**src/flsc_map.svh**
```systemverilog
`ifndef FLSC_MAP_SVH
`define FLSC_MAP_SVH
// register byte offsets on the wishbone slave
`define FLSC_REG_RATIO 4'h0
`define FLSC_REG_STATUS 4'h4
`define FLSC_REG_KEY 4'h8
// reset value of the software timing ratio register
`define FLSC_RATIO_RST 7'h00
// status register bit positions
`define FLSC_ST_SECURED 0
`define FLSC_ST_EXTERNAL_BOOT_SELECT 1
`define FLSC_ST_ARMED 2
`define FLSC_ST_ERASING 3
`define FLSC_ST_ERASED 4
`define FLSC_ST_BACKDOOR_KEY_ENABLE 5
// security byte field layout and the pattern that means open
`define FLSC_SEC_LSB 0
`define FLSC_SEC_OPEN 2'h2
`define FLSC_BACKDOOR_KEY_ENABLE_BIT 15
// boot fetch addresses
`define FLSC_BOOT_INT 24'h020000
`define FLSC_BOOT_EXT 24'h000000
// divider field positions
`define FLSC_FLASH_PRESCALE_BY_EIGHT_BIT 6
// tap instruction codes
`define FLSC_IR_EXTEST 4'h0
`define FLSC_IR_IDCODE 4'h2
`define FLSC_IR_RECOVER 4'h7
`define FLSC_IR_BYPASS 4'hF
`endif

```
**src/flsc_pkg.sv**
```systemverilog
package flsc_pkg;
  // tap controller states, one-hot
  typedef enum logic [15:0] {
    TAP_RESET = 16'h0001,
    TAP_IDLE = 16'h0002,
    TAP_SEL_DR = 16'h0004,
    TAP_CAP_DR = 16'h0008,
    TAP_SH_DR = 16'h0010,
    TAP_EX1_DR = 16'h0020,
    TAP_PA_DR = 16'h0040,
    TAP_EX2_DR = 16'h0080,
    TAP_UPD_DR = 16'h0100,
    TAP_SEL_IR = 16'h0200,
    TAP_CAP_IR = 16'h0400,
    TAP_SH_IR = 16'h0800,
    TAP_EX1_IR = 16'h1000,
    TAP_PA_IR = 16'h2000,
    TAP_EX2_IR = 16'h4000,
    TAP_UPD_IR = 16'h8000
  } flsc_tap_t;
  // jtag pins as seen by the device
  typedef struct packed {
    logic tck;
    logic tms;
    logic tdi;
    logic trst_n;
  } flsc_jtag_t;
  // boot decision handed to the core
  typedef struct packed {
    logic internal;
    logic ext;
    logic [23:0] addr;
  } flsc_boot_t;
endpackage : flsc_pkg

```
**src/flsc_top.sv**
```systemverilog
`timescale 1ns/1ns
`include "flsc_map.svh"
// Functional notes
// - secured boots internal from 0x020000, no p-space
// - secured ignores external boot select pin
// - tap active at boot, idcode and scan
// - secured denies debug memory access over jtag
// - debug read disable set from security bytes
// - recovery erases whole flash, security stays in force until the next reset
// - recovery instruction selects 7-bit divider register
// - jtag divider overrides flash timing ratio register
// - bit6 prescale by eight, bits5-0 ratio
// - erase starts in run-test/idle, host waits there
// - backdoor unsecure only with key enable set
// - secured state kept across resets from flash
module flsc_top
  import flsc_pkg::*;
#(
  parameter logic [31:0] IDCODE = 32'h00000001 // arbitrary value
) (
  // clock and reset
  input wire logic clk_i,
  input wire logic rst_i,
  // wishbone slave
  input wire logic cyc_i,
  input wire logic stb_i,
  input wire logic we_i,
  input wire logic [3:0] adr_i,
  input wire logic [3:0] sel_i,
  input wire logic [31:0] dat_i,
  output logic [31:0] dat_o,
  output logic ack_o,
  // flash security bytes and backdoor key
  input wire logic [15:0] sec_bytes_i,
  input wire logic [15:0] key_word_i,
  input wire logic external_boot_select_i,
  // boot and access control toward the core
  output flsc_boot_t boot_o,
  input wire logic xp_req_i,
  output logic xp_grant_o,
  input wire logic dbg_mem_req_i,
  output logic dbg_mem_grant_o,
  output logic dbg_rd_dis_o,
  // jtag pins and boundary chain
  input flsc_jtag_t jtag_i,
  output logic tdo_o,
  output logic tdo_oe_o,
  output logic bsr_sel_o,
  input wire logic bsr_tdo_i,
  // flash erase and timing
  output logic erase_req_o,
  input wire logic erase_done_i,
  output logic flash_tick_o
);
  // security decode of the stored bytes
  function automatic logic sec_open(input logic [15:0] b);
    sec_open = (b[`FLSC_SEC_LSB+:2] == `FLSC_SEC_OPEN);
  endfunction : sec_open

  // tap next state from tms
  function automatic flsc_tap_t tap_next(input flsc_tap_t s,
                                         input logic m);
    case (s)
      TAP_RESET: tap_next = m ? TAP_RESET : TAP_IDLE;
      TAP_IDLE: tap_next = m ? TAP_SEL_DR : TAP_IDLE;
      TAP_SEL_DR: tap_next = m ? TAP_SEL_IR : TAP_CAP_DR;
      TAP_CAP_DR: tap_next = m ? TAP_EX1_DR : TAP_SH_DR;
      TAP_SH_DR: tap_next = m ? TAP_EX1_DR : TAP_SH_DR;
      TAP_EX1_DR: tap_next = m ? TAP_UPD_DR : TAP_PA_DR;
      TAP_PA_DR: tap_next = m ? TAP_EX2_DR : TAP_PA_DR;
      TAP_EX2_DR: tap_next = m ? TAP_UPD_DR : TAP_SH_DR;
      TAP_UPD_DR: tap_next = m ? TAP_SEL_DR : TAP_IDLE;
      TAP_SEL_IR: tap_next = m ? TAP_RESET : TAP_CAP_IR;
      TAP_CAP_IR: tap_next = m ? TAP_EX1_IR : TAP_SH_IR;
      TAP_SH_IR: tap_next = m ? TAP_EX1_IR : TAP_SH_IR;
      TAP_EX1_IR: tap_next = m ? TAP_UPD_IR : TAP_PA_IR;
      TAP_PA_IR: tap_next = m ? TAP_EX2_IR : TAP_PA_IR;
      TAP_EX2_IR: tap_next = m ? TAP_UPD_IR : TAP_SH_IR;
      TAP_UPD_IR: tap_next = m ? TAP_SEL_DR : TAP_IDLE;
      default: tap_next = TAP_RESET;
    endcase
  endfunction : tap_next

  logic booted; // high from the first cycle after reset
  logic secured; // security latched from flash bytes
  logic key_en; // backdoor key enable latched
  logic unlocked; // backdoor key matched
  logic sec_eff; // security in force now
  logic open_now; // live decode of the bytes
  logic [6:0] ratio; // software flash timing ratio
  logic tck_q; // previous tck sample
  logic tck_rise; // tck rising this cycle
  logic tck_fall; // tck falling this cycle
  flsc_tap_t st; // tap state
  logic [3:0] ir; // active instruction
  logic [3:0] ir_sh; // instruction shifter
  logic [31:0] dr_sh; // data shifter
  logic [6:0] rec_div; // recovery clock setting
  logic armed; // recovery divider loaded
  logic erased; // erase finished
  logic dr_bit; // data register output bit
  logic half; // system clock over two
  logic [2:0] pre_cnt; // prescale counter
  logic [5:0] div_cnt; // ratio counter
  logic flash_prescale_by_eight; // prescale by eight in force
  logic [5:0] div; // ratio in force
  logic pre_tick; // prescaled enable
  logic [31:0] status; // status word

  assign open_now = sec_open(sec_bytes_i);
  assign sec_eff = secured & ~unlocked;

  // latch security and boot mode at the first cycle after reset
  always_ff @(posedge clk_i) begin
    if (rst_i) begin
      booted <= 1'b0;
      secured <= 1'b1;
      key_en <= 1'b0;
      boot_o <= {1'b1, 1'b0, `FLSC_BOOT_INT};
    end else if (!booted) begin
      booted <= 1'b1;
      secured <= ~open_now;
      key_en <= sec_bytes_i[`FLSC_BACKDOOR_KEY_ENABLE_BIT];
      if (external_boot_select_i && open_now) begin
        boot_o <= {1'b0, 1'b1, `FLSC_BOOT_EXT};
      end else begin
        boot_o <= {1'b1, 1'b0, `FLSC_BOOT_INT};
      end
    end
  end

  // access gates toward the core
  assign xp_grant_o = xp_req_i & ~sec_eff;
  assign dbg_mem_grant_o = dbg_mem_req_i & ~sec_eff;
  assign dbg_rd_dis_o = sec_eff;

  // wishbone ack, one cycle after the request, dropped after
  always_ff @(posedge clk_i) begin
    if (rst_i) begin
      ack_o <= 1'b0;
    end else begin
      ack_o <= cyc_i & stb_i & ~ack_o;
    end
  end

  // register writes: ratio and backdoor key
  always_ff @(posedge clk_i) begin
    if (rst_i) begin
      ratio <= `FLSC_RATIO_RST;
      unlocked <= 1'b0;
    end else if (cyc_i && stb_i && we_i && !ack_o && sel_i[0]) begin
      if (adr_i == `FLSC_REG_RATIO) begin
        ratio <= dat_i[6:0];
      end else if (adr_i == `FLSC_REG_KEY && sel_i[1]) begin
        if (key_en && dat_i[15:0] == key_word_i) begin
          unlocked <= 1'b1;
        end
      end
    end
  end

  // status word
  always_comb begin
    status = 32'h00000000;
    status[`FLSC_ST_SECURED] = sec_eff;
    status[`FLSC_ST_EXTERNAL_BOOT_SELECT] = boot_o.ext;
    status[`FLSC_ST_ARMED] = armed;
    status[`FLSC_ST_ERASING] = erase_req_o;
    status[`FLSC_ST_ERASED] = erased;
    status[`FLSC_ST_BACKDOOR_KEY_ENABLE] = key_en;
  end

  // read data, zero for unmapped offsets
  always_ff @(posedge clk_i) begin
    if (rst_i) begin
      dat_o <= 32'h00000000;
    end else if (cyc_i && stb_i && !we_i && !ack_o) begin
      if (adr_i == `FLSC_REG_RATIO) begin
        dat_o <= {25'h0000000, ratio};
      end else if (adr_i == `FLSC_REG_STATUS) begin
        dat_o <= status;
      end else begin
        dat_o <= 32'h00000000;
      end
    end
  end

  // tck edge detection on the synchronous pin
  always_ff @(posedge clk_i) begin
    if (rst_i) begin
      tck_q <= 1'b0;
    end else begin
      tck_q <= jtag_i.tck;
    end
  end
  assign tck_rise = jtag_i.tck & ~tck_q;
  assign tck_fall = ~jtag_i.tck & tck_q;

  // tap state, active from boot whatever security says
  always_ff @(posedge clk_i) begin
    if (rst_i || !jtag_i.trst_n) begin
      st <= TAP_RESET;
    end else if (tck_rise) begin
      st <= tap_next(st, jtag_i.tms);
    end
  end

  // instruction register, idcode after tap reset
  always_ff @(posedge clk_i) begin
    if (rst_i || !jtag_i.trst_n) begin
      ir <= `FLSC_IR_IDCODE;
      ir_sh <= 4'h0;
    end else if (tck_rise) begin
      if (st == TAP_RESET) begin
        ir <= `FLSC_IR_IDCODE;
      end else if (st == TAP_CAP_IR) begin
        ir_sh <= 4'h1;
      end else if (st == TAP_SH_IR) begin
        ir_sh <= {jtag_i.tdi, ir_sh[3:1]};
      end else if (st == TAP_UPD_IR) begin
        ir <= ir_sh;
      end
    end
  end

  // data registers: idcode, recovery divider, bypass
  always_ff @(posedge clk_i) begin
    if (rst_i || !jtag_i.trst_n) begin
      dr_sh <= 32'h00000000;
    end else if (tck_rise) begin
      if (st == TAP_CAP_DR) begin
        if (ir == `FLSC_IR_IDCODE) begin
          dr_sh <= IDCODE;
        end else if (ir == `FLSC_IR_RECOVER) begin
          dr_sh <= {25'h0000000, rec_div};
        end else begin
          dr_sh <= 32'h00000000;
        end
      end else if (st == TAP_SH_DR) begin
        if (ir == `FLSC_IR_IDCODE) begin
          dr_sh <= {jtag_i.tdi, dr_sh[31:1]};
        end else if (ir == `FLSC_IR_RECOVER) begin
          dr_sh[6:0] <= {jtag_i.tdi, dr_sh[6:1]};
        end else begin
          dr_sh[0] <= jtag_i.tdi;
        end
      end
    end
  end

  // recovery divider load and erase sequencing
  always_ff @(posedge clk_i) begin
    if (rst_i || !jtag_i.trst_n) begin
      rec_div <= 7'h00;
      armed <= 1'b0;
      erase_req_o <= 1'b0;
      erased <= 1'b0;
    end else begin
      if (tck_rise && st == TAP_UPD_DR && ir == `FLSC_IR_RECOVER) begin
        rec_div <= dr_sh[6:0];
        armed <= 1'b1;
      end
      if (erase_req_o && erase_done_i) begin
        erase_req_o <= 1'b0;
        erased <= 1'b1;
      end else if (st != TAP_IDLE) begin
        erase_req_o <= 1'b0; // leaving idle aborts
      end else if (armed && !erased) begin
        erase_req_o <= 1'b1;
      end
    end
  end

  // tdo changes on tck falling, driven in shift states only
  assign bsr_sel_o = (ir == `FLSC_IR_EXTEST);
  assign dr_bit = bsr_sel_o ? bsr_tdo_i : dr_sh[0];
  always_ff @(posedge clk_i) begin
    if (rst_i) begin
      tdo_o <= 1'b0;
      tdo_oe_o <= 1'b0;
    end else if (tck_fall) begin
      tdo_o <= (st == TAP_SH_IR) ? ir_sh[0] : dr_bit;
      tdo_oe_o <= (st == TAP_SH_IR) || (st == TAP_SH_DR);
    end
  end

  // divider selection: jtag value replaces the ratio register
  assign flash_prescale_by_eight = armed ? rec_div[`FLSC_FLASH_PRESCALE_BY_EIGHT_BIT] : ratio[6];
  assign div = armed ? rec_div[5:0] : ratio[5:0];
  assign pre_tick = half & (~flash_prescale_by_eight | (pre_cnt == 3'h7));

  // flash timing clock: clk/2, optional /8, then /(div+1)
  always_ff @(posedge clk_i) begin
    if (rst_i) begin
      half <= 1'b0;
      pre_cnt <= 3'h0;
      div_cnt <= 6'h00;
      flash_tick_o <= 1'b0;
    end else begin
      half <= ~half;
      flash_tick_o <= 1'b0;
      if (half) begin
        pre_cnt <= pre_cnt + 3'h1;
      end
      if (pre_tick) begin
        if (div_cnt >= div) begin
          div_cnt <= 6'h00;
          flash_tick_o <= 1'b1;
        end else begin
          div_cnt <= div_cnt + 6'h01;
        end
      end
    end
  end
endmodule : flsc_top

```
**config.mk**
```make
export PLATFORM = sky130hd
export DESIGN_NAME = flsc_top
export DESIGN_NICKNAME = d
export VERILOG_FILES = /design/src/flsc_pkg.sv /design/src/flsc_top.sv
export VERILOG_INCLUDE_DIRS = /design/src
export SDC_FILE = /design/constraint.sdc
export NUM_CORES = 1
export LEC_CHECK = 0
export ABC_AREA = 1
export BUFFER_PORTS_ARGS = -buffer_cell sky130_fd_sc_hd__buf_2
export CORE_MARGIN = 2
export CORE_UTILIZATION = 50
export CTS_CLUSTER_SIZE = 25
export DETAILED_ROUTE_END_ITERATION = 8
export GPL_TIMING_DRIVEN = 0
export PLACE_DENSITY = 0.75
export SLEW_MARGIN = 10
export SYNTH_ARGS = -nofsm -noshare
export SYNTH_HDL_FRONTEND = slang
export SYNTH_SLANG_ARGS = --single-unit
```
**constraint.sdc**
```tcl
create_clock -name clk_i -period 3.35 [get_ports clk_i]
set_input_delay 0 -clock clk_i [delete_from_list [all_inputs] [get_ports clk_i]]
set_output_delay 0 -clock clk_i [all_outputs]
set_load 0.05 [all_outputs]
```
==> impl_metrics.json <==
{
  "status": "finished, final reports clean",
  "synth-seq-cells": 101,
  "dpl.hpwl_um": 9057,
  "rsz0062_at_grt": "no",
  "dieArea_um2": 11850,
  "start_util": 0.5094,
  "cts.sinks": 101,
  "cp_cell_sequence": "dlygate4sd3_1 > buf_2 > nand2_1 > dlygate4sd3_1 > nor2_1 > inv_1 > or2_1 > buf_2 > nor2_1 > nand2_1 > a31oi_1",
  "rr_startpoint": "armed",
  "n_antenna_cell": 0,
  "fill_cells": 1052,
  "combPwrFrac": 0.149,
  "slowest_stage": "dlygate4sd3_1",
  "report.power.total_mw": 2.358,
  "intPower_mw": 1.678,
  "end_kind": "flop",
  "min_period_ps": 2055,
  "coreArea_um2": 10790,
  "avgViaCountPerCell": 4.674,
  "min_to": "unlocked",
  "grt_pass1_wl_um": 20210,
  "worst_setup_path_start_kind": "input port",
  "cpPeakStageDelay_ps": 550,
  "fin_nets": 1060,
  "die_width_um": 108.9,
  "path_class": "in2reg",
  "drv_slew": 0,
  "multi_input_area_um2": 2765,
  "drc_errors": 0,
  "cts_hold_buf": 20,
  "swShare": 0.2883,
  "netlist_instances": 815,
  "arrival_ps": 2360,
  "cts_setup_buffers": 0,
  "p_leak_nw": 3.238,
  "yosysUniqueCellTypes": 37,
  "powerDensity_nw_per_um2": 356.7,
  "drive_above_1_share": 0.1825,
  "die_y_um": 108.9,
  "setup_viol": 0,
  "avgSynthCellArea_um2": 6.746,
  "holdWs_ps": 33.13,
  "fin_crit_sh": 0.6134,
  "cts_resized": 0,
  "pwr-share-clk": 0.333,
  "placementRows": 38,
  "yosysSeqAreaShare": 0.3678,
  "power_switching_mw": 0.6799,
  "ir_drop_mv": 0.2136,
  "grt_overflow": 0,
  "wire_per_inst_um": 10.83,
  "max_cap_viol_count": 0,
  "drt_pass1_iterations": 4,
  "syn_to_final_growth_pct": 20.23,
  "hold_class": "in2reg",
  "cp_max_fo": 10,
  "yosysWarnings": 0,
  "root_buffer": "clkbuf_8",
  "finClkSkew_ps": 9.455,
  "hold_path_depth": 5,
  "antenna_left": 0,
  "port_buffers": 72,
  "min_from": "sel_i[0]",
  "hold_viol_final": 0,
  "timing.rr.end": "div_cnt[2]",
  "seqPwrFrac": 0.518,
  "grt_pass1_vias": 4676,
  "drt_iter0_drc": 216,
  "max-slew-margin-rel": 0.6213,
  "wl_um": 12020,
  "cts_buffer_depth": 2,
  "cts_tree": "built",
  "grt_max_degree": 18,
  "crit_buf_inv": 5,
  "max_slew.worst_pin.slew_ps": 568.0,
  "register_area_um2": 2022,
  "io-pin-count": 153,
  "vias": 5188,
  "numCtsBuffers": 9,
  "synth_area_um2": 5498,
  "critPathTopFamily": "buffers and inverters",
  "max_freq_ghz": 0.4867,
  "finalSetupTns_ps": 0,
  "cts-htree-levels": 3,
  "r2r_cells": 11,
  "clk_latency_ps": 370,
  "gp_congestion": 0.8647,
  "cts.clk_slew.worst_paths_ps": 100,
  "cp.required_ps": 3650,
  "grtUsageTotal": 0.2117,
  "rrSetupSlack_ps": 1410,
  "antenna_found_initial": 0
}
-- final cells by class --
type / instances / share of cell area
flip-flops and latches: 101 / 0.3059
multi-input cells: 587 / 0.4183
plain buffers: 73 / 0.07685
repair buffers: 92 / 0.08480
clock buffers: 10 / 0.01931
clock inverters: 6 / 0.01098
well taps: 140 / 0.02650
inverters: 101 / 0.05735
-- per-stage QoR --
step	worst slack, ps	utilization	area [um^2]	std cells
after floorplan	1691	-	5674	862
after global placement	1439	0.5754	6210	1074
after detailed placement	1397	0.5754	6210	1074
after CTS	1323	0.6125	6610	1110
after global routing	1131	0.6125	6610	1110
final	1295	0.6125	6610	1110
-- power by group through the flow --
stage	clock network (mW)	logic [mW]	registers, mW
after CTS	0.813	0.348	1.22
after global placement	0	0.328	1.25
after floorplan	0	0.254	1.26
after global routing	0.854	0.380	1.22
after detailed placement	0	0.330	1.25
final	0.786	0.350	1.22
-- Yosys cell counts --
| library cell | n | area share |
|---|---|---|
| xor2_1 | 5 | 0.0080 |
| nand3_2 | 4 | 0.0073 |
| nor3_1 | 8 | 0.0073 |
| nor3_4 | 1 | 0.0030 |
| buf_6 | 4 | 0.0082 |
| nand4_1 | 9 | 0.010 |
| mux2i_1 | 3 | 0.0055 |
| inv_1 | 98 | 0.067 |
| a21boi_0 | 1 | 0.0014 |
| or2_1 | 2 | 0.0023 |
| o21a_1 | 1 | 0.0014 |
| ha_1 | 9 | 0.020 |
| nand2_1 | 171 | 0.12 |
| buf_4 | 51 | 0.070 |
| and3_1 | 2 | 0.0023 |
| clkbuf_1 | 8 | 0.0055 |
| a21oi_1 | 44 | 0.040 |
| o22ai_1 | 3 | 0.0034 |
| o211ai_1 | 2 | 0.0027 |
| nand3_1 | 35 | 0.032 |
| a31oi_1 | 6 | 0.0068 |
| conb_1 | 1 | 0.00068 |
| nand3_4 | 2 | 0.0064 |
| buf_2 | 10 | 0.0091 |
| nor2_4 | 3 | 0.0061 |
| nor3b_1 | 1 | 0.0014 |
| nor2_1 | 140 | 0.096 |
| dfxtp_1 | 101 | 0.37 |
| nor2_2 | 5 | 0.0057 |
| o21ai_0 | 43 | 0.039 |
| xnor2_1 | 5 | 0.0080 |
| o21ai_1 | 26 | 0.024 |
| nor2_8 | 1 | 0.0036 |
| nand2_2 | 4 | 0.0046 |
| nand3b_1 | 1 | 0.0014 |
| inv_2 | 3 | 0.0020 |
| nand2_4 | 2 | 0.0041 |
-- tightest hold or removal path: stages --
cell	delay, ps
buf_2	100
nand3_1	90
nor2_1	50
nand3_1	70
a21oi_1	60
-- registers in the layout (all words and copies together) (netlist names), 2 cells and up --
register and count:
pre_cnt 3, rec_div 7, st 16, boot_o 2, dat_o 7, ratio 7, div_cnt 6, dr_sh 32
ir_sh 4, ir 4
-- cells in the final DEF (no fill, tap or decap), types with 2 or more instances in the layout --
master         instances
nor2_1               140
and3_1                 2
nand2_1              171
a21oi_1               44
buf_2                 82
buf_6                  4
inv_1                 98
conb_1                48
o21ai_0               43
or2_1                  2
nor2_2                 5
dlygate4sd3_1         20
inv_2                  3
nand3_1               35
a31oi_1                6
o211ai_1               2
o22ai_1                3
clkinvlp_4             3
nand4_1                9
nand3_4                2
dfxtp_1              101
nand3_2                4
nor3_1                 8
nand2_4                2
clkbuf_1               9
xor2_1                 5
clkbuf_8               9
mux2i_1                3
o21ai_1               26
nor2_4                 3
buf_4                 51
nand2_2                4
ha_1                   9
xnor2_1                5
-- worst max-delay path by stage --
stage	start	endpoint	slack, ps	cells past startpoint
after floorplan	armed	div_cnt[2]	1690	12
after global routing	stb_i	ratio[2]	1130	10
after CTS	stb_i	dat_o[4]	1320	11
final	stb_i	dat_o[4]	1300	11
after global placement	armed	div_cnt[2]	1440	11
after detailed placement	armed	div_cnt[2]	1400	11
-- cells by family (layout without fill, tap and decap cells) --
kind of cell               Yosys count  in the layout  synth area share
AOI/OAI and AO/OA                  126            126            0.1186
xor gates and xnor gates            10             10           0.01593
adders and majority gates            9              9           0.02048
buffers and inverters              174            282            0.1614
DFF                                101            101            0.3678
muxes                                3              3          0.005462
other                                1             48         0.0006821
and+or+nand+nor                    391            391            0.3097
-- metal layers --
layer,track usage,up-vias,share of wire
met4,0.06319,0,0.011
met2,0.3851,133,0.48
met1,0.2492,2267,0.45
met3,0.04304,14,0.057
met5,0,-,0
li1,-,2774,-
Note: power is estimated with default switching activity, not from simulation.
